$ cat src/pkg/tmr_pkg.sv
// shared constants for the eight-bit timer with shared prescaler
package tmr_pkg;
   // register byte offsets on the bus
   localparam logic [3:0] OFF_COUNTER = 4'h0;
   localparam logic [3:0] OFF_OPTION = 4'h4;
   localparam logic [3:0] OFF_INTCTL = 4'h8;
   localparam logic [3:0] OFF_CONTROL = 4'hc;
   // option register field positions
   localparam int POS_RATE_LO = 0;
   localparam int POS_ASSIGN = 3;
   localparam int POS_EDGE = 4;
   localparam int POS_SOURCE = 5;
   // interrupt control field positions
   localparam int POS_FLAG = 2;
   localparam int POS_IRQ_EN = 5;
   // control register field positions
   localparam int POS_SLEEP = 0;
   localparam int POS_CLRWD = 1;
   // reset values
   localparam logic [7:0] RST_OPTION = 8'hff;
   localparam logic [7:0] RST_COUNTER = 8'h00;
   // phase clocks per instruction cycle, and phase indices
   localparam int PHASES = 4;
   localparam logic [1:0] PH_SECOND = 2'h1;
   localparam logic [1:0] PH_FOURTH = 2'h3;
   // increments held off after a counter write, in instruction cycles
   localparam logic [1:0] INHIBIT_CYCLES = 2'h2;
   // least high or low time of the count input without prescaler
   localparam int CLK_PERIOD_NS = 10;
   localparam int EXT_MIN_LEVEL_NS = 2 * CLK_PERIOD_NS;
   localparam int EXT_MIN_LEVEL_CYC = (EXT_MIN_LEVEL_NS + CLK_PERIOD_NS - 1) / CLK_PERIOD_NS;
   // ahb transfer type of a new single transfer
   localparam logic [1:0] HTRANS_NONSEQ = 2'h2;
endpackage

$ cat src/hw/timer8.sv
// eight-bit timer/counter with shared prescaler behind an ahb-lite slave
// How it works
// [RL1] source clear: count every instruction cycle
// [RL2] counter write holds off two increments
// [RL3] source set: count external input edges
// [RL4] edge bit: clear rising, set falling
// [RL5] assignment bit: clear timer, set watchdog
// [RL6] rate field divides 1:2 to 1:256
// [RL7] prescaler count has no software access
// [RL8] wrap from ff to 00 sets flag
// [RL9] enable bit clear masks overflow request
// [RL10] software clears flag before re-enabling
// [RL11] timer stopped during sleep
// [RL12] prescaler output sampled second, fourth phase
// [RL13] input high and low two periods
// [RL14] ripple divide; input period limit applies
// [RL15] one prescaler, timer or watchdog only
// [RL16] counter write clears timer-assigned prescaler
// [RL17] clear-watchdog clears watchdog-assigned prescaler
// [RL18] assignment may change at any time
// [RL19] timer to watchdog switch sequence
// [RL20] watchdog to timer switch sequence
// [RL21] two-stage sampler, one increment per edge
//
// Chosen here: the AHB-Lite slave port and the register addresses.
`timescale 1ns/1ps
module timer8
   import tmr_pkg::*;
#(
   parameter int PRESC_WIDTH = 8
) (
   input wire logic clk,
   input wire logic nrst,
   input wire logic hsel,
   input wire logic [31:0] haddr,
   input wire logic [1:0] htrans,
   input wire logic hwrite,
   input wire logic [2:0] hsize,
   input wire logic [31:0] hwdata,
   input wire logic hready,
   output logic hreadyout,
   output logic [31:0] hrdata,
   output logic hresp,
   input wire logic external_count_input,
   input wire logic wdt_tick,
   output logic irq,
   output logic wdt_clear,
   output logic wdt_postscaled
);
   // software visible state
   logic [7:0] counter_register; // the timer value
   logic [7:0] option_register; // source, edge, assignment, rate
   logic overflow_flag; // sticky overflow
   logic overflow_irq_enable; // overflow request mask
   logic sleep_mode; // timer stopped while set
   // bus address phase capture
   logic ap_valid; // a data phase is pending
   logic ap_write; // pending phase is a write
   logic [3:0] ap_addr; // low address bits of pending phase
   // timing state
   logic [1:0] phase; // phase clock index within instruction cycle
   logic [1:0] inhibit; // instruction cycles left without increment
   logic ext_prev; // previous selected-polarity input level
   logic sync1; // first sampler stage, at second phase
   logic sync2; // second sampler stage, at fourth phase
   logic sync3; // history of second stage for edge detect
   logic [PRESC_WIDTH-1:0] presc_count; // prescaler value
   // derived strobes
   logic q2, q4, ext_sel, ext_edge, wr_counter, wr_option, wr_intctl, wr_control;
   logic clrwd_cmd, presc_tick, presc_clear, pre_level, inc_event, count_enable;
   logic clock_source_select, source_edge_select, prescaler_assignment;
   logic [2:0] prescale_rate_field;
   logic [7:0] next_counter;
   logic [7:0] wdt_mask;

   // address decode used by every register strobe
   function automatic logic reg_hit(input logic [3:0] addr, input logic [3:0] off);
      reg_hit = (addr == off);
   endfunction

   // option fields
   assign clock_source_select = option_register[POS_SOURCE];
   assign source_edge_select = option_register[POS_EDGE];
   assign prescaler_assignment = option_register[POS_ASSIGN];
   assign prescale_rate_field = option_register[POS_RATE_LO +: 3];

   // bus answers: zero wait states, always okay
   assign hreadyout = 1'b1;
   assign hresp = 1'b0;

   // address phase capture on a valid nonseq word transfer
   always_ff @(posedge clk) begin
      if (!nrst) begin
         ap_valid <= 1'b0;
         ap_write <= 1'b0;
         ap_addr <= 4'h0;
      end else if (hready) begin
         ap_valid <= hsel && (htrans == HTRANS_NONSEQ) && (hsize == 3'h2);
         ap_write <= hwrite;
         ap_addr <= haddr[3:0];
      end
   end

   // read data prepared at the address phase, held in a flop
   always_ff @(posedge clk) begin
      if (!nrst) begin
         hrdata <= 32'h0;
      end else if (hready && hsel && !hwrite && (htrans == HTRANS_NONSEQ)) begin
         // prescaler count is never placed on the bus
         // [RL7] no prescaler read
         unique case (haddr[3:0])
            OFF_COUNTER: hrdata <= {24'h0, counter_register};
            OFF_OPTION: hrdata <= {24'h0, option_register};
            OFF_INTCTL: hrdata <= {26'h0, overflow_irq_enable, 2'h0, overflow_flag, 2'h0};
            OFF_CONTROL: hrdata <= {31'h0, sleep_mode};
            default: hrdata <= 32'h0;
         endcase
      end
   end

   // data phase write strobes; unmapped writes are dropped
   assign wr_counter = ap_valid && ap_write && reg_hit(ap_addr, OFF_COUNTER);
   assign wr_option = ap_valid && ap_write && reg_hit(ap_addr, OFF_OPTION);
   assign wr_intctl = ap_valid && ap_write && reg_hit(ap_addr, OFF_INTCTL);
   assign wr_control = ap_valid && ap_write && reg_hit(ap_addr, OFF_CONTROL);
   assign clrwd_cmd = wr_control && hwdata[POS_CLRWD];

   // option register, writable at any moment
   always_ff @(posedge clk) begin
      if (!nrst) begin
         option_register <= RST_OPTION;
      end else if (wr_option) begin
         // [RL18] live reassignment
         option_register <= hwdata[7:0];
      end
   end

   // sleep control bit
   always_ff @(posedge clk) begin
      if (!nrst) begin
         sleep_mode <= 1'b0;
      end else if (wr_control) begin
         sleep_mode <= hwdata[POS_SLEEP];
      end
   end

   // phase clock divider: one instruction cycle is four clocks
   always_ff @(posedge clk) begin
      if (!nrst) begin
         phase <= 2'h0;
      end else begin
         phase <= phase + 2'h1;
      end
   end
   assign q2 = (phase == PH_SECOND);
   assign q4 = (phase == PH_FOURTH);

   // edge choice on the count input
   // [RL4] polarity select
   assign ext_sel = external_count_input ^ source_edge_select;
   always_ff @(posedge clk) begin
      if (!nrst) begin
         // start from the pin's own level so release gives no false edge
         ext_prev <= ext_sel;
      end else begin
         ext_prev <= ext_sel;
      end
   end
   assign ext_edge = ext_sel && !ext_prev;

   // prescaler feed: timer source or watchdog ticks, never both
   // [RL15] single shared count
   // [RL5] assignment steering
   // [RL14] input edges divided ahead of sync
   assign presc_tick = prescaler_assignment ? wdt_tick :
      (!sleep_mode && (clock_source_select ? ext_edge : q4));
   // [RL16] counter write clears timer prescaler
   // [RL17] clear-watchdog clears watchdog prescaler
   assign presc_clear = prescaler_assignment ? clrwd_cmd : wr_counter;

   shared_prescaler #(
      .WIDTH(PRESC_WIDTH)
   ) shared_prescaler_i (
      .clk(clk),
      .nrst(nrst),
      .tick(presc_tick),
      .clear(presc_clear),
      .count(presc_count)
   );

   // prescaler output: bit n rises once every 2^(n+1) ticks
   // [RL6] ratio select
   assign pre_level = prescaler_assignment ? ext_sel : presc_count[prescale_rate_field];

   // sampler: first stage at second phase, second at fourth
   // [RL12] phase sampling
   always_ff @(posedge clk) begin
      if (!nrst) begin
         // preload the idle level: a rise seen after reset would count
         sync1 <= pre_level;
      end else if (q2) begin
         sync1 <= pre_level;
      end
   end
   // [RL21] two-stage sampler
   always_ff @(posedge clk) begin
      if (!nrst) begin
         sync2 <= pre_level;
         sync3 <= pre_level;
      end else if (q4) begin
         sync2 <= sync1;
         sync3 <= sync2;
      end
   end

   // increment events land only on the fourth phase
   // [RL1] timer mode direct
   // [RL3] counter mode via sampler
   assign inc_event = q4 && ((!clock_source_select && prescaler_assignment) ||
      (sync2 && !sync3));
   // [RL11] stopped in sleep
   assign count_enable = !sleep_mode && (inhibit == 2'h0);

   // write hold-off counter in instruction cycles
   always_ff @(posedge clk) begin
      if (!nrst) begin
         inhibit <= 2'h0;
      end else if (wr_counter) begin
         // [RL2] two cycle hold
         inhibit <= INHIBIT_CYCLES;
      end else if (q4 && inhibit != 2'h0) begin
         inhibit <= inhibit - 2'h1;
      end
   end

   // counter register: write wins over increment
   assign next_counter = counter_register + 8'h01;
   always_ff @(posedge clk) begin
      if (!nrst) begin
         counter_register <= RST_COUNTER;
      end else if (wr_counter) begin
         counter_register <= hwdata[7:0];
      end else if (inc_event && count_enable) begin
         counter_register <= next_counter;
      end
   end

   // overflow flag: set beats a software clear in the same cycle
   always_ff @(posedge clk) begin
      if (!nrst) begin
         overflow_flag <= 1'b0;
         overflow_irq_enable <= 1'b0;
      end else begin
         if (wr_intctl) begin
            overflow_irq_enable <= hwdata[POS_IRQ_EN];
         end
         // [RL8] wrap sets flag
         if (!wr_counter && inc_event && count_enable && counter_register == 8'hff) begin
            overflow_flag <= 1'b1;
         end else if (wr_intctl) begin
            // [RL10] cleared only by software
            overflow_flag <= hwdata[POS_FLAG];
         end
      end
   end

   // [RL9] masked request
   assign irq = overflow_flag && overflow_irq_enable;

   // watchdog side: clear pulse and postscaled timeout
   assign wdt_mask = (8'h01 << prescale_rate_field) - 8'h01;
   always_ff @(posedge clk) begin
      if (!nrst) begin
         wdt_clear <= 1'b0;
         wdt_postscaled <= 1'b0;
      end else begin
         wdt_clear <= clrwd_cmd;
         wdt_postscaled <= prescaler_assignment && wdt_tick &&
            ((presc_count[7:0] & wdt_mask) == wdt_mask);
      end
   end

   // checks
   a_timer_mode_step: assert property (@(posedge clk) disable iff (!nrst) // [RL1]
      (!clock_source_select && prescaler_assignment && q4 && !sleep_mode && inhibit == 2'h0
       && !wr_counter) |=> counter_register == $past(counter_register) + 8'h01)
      else $error("timer mode missed an increment");
   a_write_inhibit: assert property (@(posedge clk) disable iff (!nrst) // [RL2]
      wr_counter |=> (counter_register == $past(hwdata[7:0])) && inhibit == 2'h2)
      else $error("counter write did not start hold-off");
   a_hold_stable: assert property (@(posedge clk) disable iff (!nrst) // [RL2]
      (inhibit != 2'h0 && !wr_counter) |=> counter_register == $past(counter_register))
      else $error("counter moved during hold-off");
   a_wrap_flag: assert property (@(posedge clk) disable iff (!nrst) // [RL8]
      ($past(counter_register) == 8'hff && counter_register == 8'h00 && !$past(wr_counter))
      |-> overflow_flag)
      else $error("wrap did not set overflow flag");
   a_irq_mask: assert property (@(posedge clk) disable iff (!nrst) // [RL9]
      !overflow_irq_enable |-> !irq)
      else $error("masked overflow raised a request");
   a_sleep_hold: assert property (@(posedge clk) disable iff (!nrst) // [RL11]
      (sleep_mode && !wr_counter) |=> counter_register == $past(counter_register))
      else $error("counter moved during sleep");
   a_presc_clear: assert property (@(posedge clk) disable iff (!nrst) // [RL16]
      (wr_counter && !prescaler_assignment) |=> presc_count == '0)
      else $error("counter write left prescaler uncleared");
   a_wd_clear: assert property (@(posedge clk) disable iff (!nrst) // [RL17]
      (clrwd_cmd && prescaler_assignment) |=> presc_count == '0 && wdt_clear)
      else $error("clear-watchdog left prescaler uncleared");
   a_fourth_phase: assert property (@(posedge clk) disable iff (!nrst) // [RL12]
      (counter_register != $past(counter_register) && !$past(wr_counter)) |-> $past(q4))
      else $error("increment off the fourth phase");
   a_one_step: assert property (@(posedge clk) disable iff (!nrst) // [RL21]
      !$past(wr_counter) |-> (counter_register == $past(counter_register) ||
      counter_register == $past(counter_register) + 8'h01))
      else $error("counter jumped more than one");
   a_no_sharing: assert property (@(posedge clk) disable iff (!nrst) // [RL15]
      wdt_postscaled |-> $past(prescaler_assignment))
      else $error("watchdog postscale while assigned to timer");
endmodule

$ cat src/hw/shared_prescaler.sv
// eight-bit prescaler count, not visible to software
`timescale 1ns/1ps
module shared_prescaler #(
   parameter int WIDTH = 8
) (
   input wire logic clk,
   input wire logic nrst,
   input wire logic tick,
   input wire logic clear,
   output logic [WIDTH-1:0] count
);
   // clear takes priority over a tick in the same cycle
   always_ff @(posedge clk) begin
      if (!nrst) begin
         count <= '0;
      end else if (clear) begin
         count <= '0;
      end else if (tick) begin
         count <= count + {{(WIDTH-1){1'b0}}, 1'b1};
      end
   end
endmodule

$ cat config.mk
export PLATFORM = sky130hd
export DESIGN_NAME = timer8
export DESIGN_NICKNAME = d
export VERILOG_FILES = /design/src/pkg/tmr_pkg.sv /design/src/hw/timer8.sv /design/src/hw/shared_prescaler.sv
export SDC_FILE = /design/constraint.sdc
export NUM_CORES = 1
export LEC_CHECK = 0
export ABC_AREA = 0
export BUFFER_PORTS_ARGS = -buffer_cell sky130_fd_sc_hd__buf_2
export CORE_ASPECT_RATIO = 1.5
export CORE_UTILIZATION = 25
export DETAILED_ROUTE_END_ITERATION = 16
export SETUP_SLACK_MARGIN = 0.02
export SLEW_MARGIN = 40
export SYNTH_ARGS = -nofsm -noshare
export SYNTH_HDL_FRONTEND = slang
export SYNTH_SLANG_ARGS = --single-unit
$ cat constraint.sdc
create_clock -name clk -period 1.7 [get_ports clk]
set_input_delay 0.17 -clock clk [delete_from_list [all_inputs] [get_ports clk]]
set_output_delay 0.17 -clock clk [all_outputs]
set_load 0.005 [all_outputs]
==> results.yml <==
sta:
  fin_tns_setup_ps: 0
  drv_slew: 0
  rsz0062_at_grt: "true"
  fin_skew_ps: 9.357
  hold_ws_ps: 100.9
  fmax_ghz: 0.6245
  min_period_ps: 1601
  setup_violations: 0
  finalCritPeriodShare_pct: 94.20
  hold_violations: 0
routing:
  routed_wl_um: 5943
  drc: 0
  vias: 2167
  viasPerCell: 4.387
  drt_pass1_iterations: 4
  wire_per_inst_um: 12.03
  ant_nets: 0
  drt-initial-drc-count: 77
clocking:
  cts_buffers: 5
  clk_latency_ps: 290
  clk_transition_reported_paths_ps: 70
  clockBufferDepth: 2
  clock-root-buffer: "clkbuf_16"
  clock-sinks: 51
  cts_tree: "done"
  htree_levels: 2
  postCtsHoldBufs: 0
setup_path:
  cp_max_fo: 4
  end_kind: "flip-flop"
  regToRegStartpoint: "phase[1]"
  critPathLaunch: "phase[1]"
  cp-start-kind: "flip-flop"
  worstPathRequired_ps: 1930
  critical_path_class: "flip-flop to flip-flop"
  arrival_ps: 1830
synthesis:
  yosysUniqueCellTypes: 45
  yosysSeqAreaShare_pct: 39.07
  synth_ff_type: "dfxtp_1"
  synth-async-reset-ratio_pct: 0
  synth_top_area_share_pct: 35.72
  avgSynthCellArea_um2: 8.878
  synth_area_um2: 2690
  synth_seq_cells: 51
  synth.most_common_cell: "dfxtp_1"
  synthTopCellsByCount: "dfxtp_1, nor2_1, nand2_1"
  syn_inst: 303
  synth-edff-count: 3
  synth_area_leader_cell: "dfxtp_1"
  ys_top_cells_by_area: "dfxtp_1, mux2i_1, buf_4"
  yosysWarnings: 0
floorplan:
  dieArea_um2: 11190
  io_pins: 113
  start_util_pct: 25.54
  fp.dieW_um: 86.70
  core-area_um2: 10530
  die_h_um: 129.0
  rows: 46
placement:
  gp_congestion: 0.8049
  placedCellCount: 485
  hpwlAfterDp_um: 4633
  portBuffers: 34
power_and_ir_drop:
  leakagePower_nw: 1.397
  cellPowerDensity_nw_per_um2: 750.2
  ir_drop_mv: 0.3488
min_path:
  worstHoldStart: "hwdata[6]"
  hold_class: "primary input to flip-flop"
final_layout:
  nFillCells: 1119
  antenna_cells: 0
  post-route-util_pct: 30.60
  fin_cells: 494
  layout-area-overhead-vs-synth_pct: 19.81
  drive_above_1_share_pct: 22.86
  nNetsFinal: 430
global_route:
  grt_max_degree: 20
  grt_pass1_vias: 2049
  grt_pass1_wl_um: 9687
  grt-ovfl-total: 0
  grtUsageTotal_pct: 11.21
  antenna_found_initial: 0
flow_run:
  drv_cap: 0
run_status:
  status: "finished, final reports clean"
## path summary, 6_finish.rpt
| check | cells past startpoint | slack [ps] | endpoint |
|---|---|---|---|
| worst max-delay path | 6 | 100 | overflow_flag |
| worst min-delay path | 3 | 100 | option_register[6] |
| worst max register to register | 6 | 100 | overflow_flag |
| worst min register to register | 2 | 480 | ap_valid |
## critical path: stages (launching register included)
cell      delay [ps]
dfxtp_1          380
ha_4             180
nand3b_4         100
a21oi_4          150
nand2_2           70
or4b_4           510
a21oi_2          150
## cell families (layout without fill, tap and decap cells)
| logic type | after synthesis | in the layout | share of synthesized area [%] |
|---|---|---|---|
| flip-flops | 51 | 51 | 39.07 |
| AND/OR/NAND/NOR | 108 | 108 | 20.56 |
| AO/OA/AOI/OAI | 45 | 45 | 10.74 |
| XOR/XNOR | 15 | 15 | 4.883 |
| multiplexers | 28 | 28 | 11.35 |
| other | 2 | 26 | 0.2792 |
| adder cells (fa/ha/maj) | 5 | 5 | 2.326 |
| buffers and inverters | 49 | 72 | 10.79 |
## final cells by class
class,count,area (um2),area share (%)
Clock buffer,6,128.9,3.998
Sequential cell,51,1057,32.80
Clock inverter,2,12.51,0.3882
Timing Repair Buffer,54,324.1,10.05
Tap cell,144,180.2,5.590
Inverter,10,37.54,1.165
Multi-Input combinational cell,227,1483,46.00
## power by group
part / internal (mW) / switching (mW) / total, mW
clock: 0.544 / 0.431 / 0.975
combinational: 0.0799 / 0.113 / 0.193
sequential: 1.23 / 0.0193 / 1.25
## placed cells by master (no fill, tap or decap), types with 4 or more instances in the layout
cell	n
dfxtp_1	45
nor2_1	34
buf_2	34
nand2_1	28
mux2i_1	26
conb_1	26
a21oi_1	19
buf_4	19
xnor2_1	11
o21ai_0	11
inv_1	8
nand3_1	6
nand4_1	6
nor3_1	5
clkbuf_16	5
xor2_1	4
nand2b_1	4
and2_1	4
nand3b_1	4
a211oi_1	4
## metal layers
metal	vias to the layer above	share of wire (%)	track usage, %
li1	1073	-	-
met1	1021	43	12.40
met2	64	51	20.49
met3	9	4.2	2.484
met4	0	2.1	4.608
met5	-	0	0
## sequential cells by signal (all words and copies together) (netlist names), 2 cells and up
register / cells
counter_register: 8
hrdata: 8
option_register: 8
shared_prescaler_i.count: 8
ap_addr: 4
inhibit: 2
phase: 2
## timing repair
item                       in CTS  in global routing
gates resized for setup         3                 11
pin swaps                       1                  4
setup endpoints to repair       2                  5
setup buffers                   1                  0
## through the flow
| stage | worst slack [ps] | instance area [um2] | power, mW |
|---|---|---|---|
| detailed placement | -24.01 | 3020 | 1.467 |
| global route | -27.80 | 3223 | 2.534 |
| global placement | -11.32 | 3020 | 1.460 |
| CTS | 22.51 | 3186 | 2.451 |
| floorplan | 58.69 | 2780 | 1.431 |
| finish | 98.66 | 3223 | 2.418 |
Note: power is estimated with default switching activity, not from simulation.
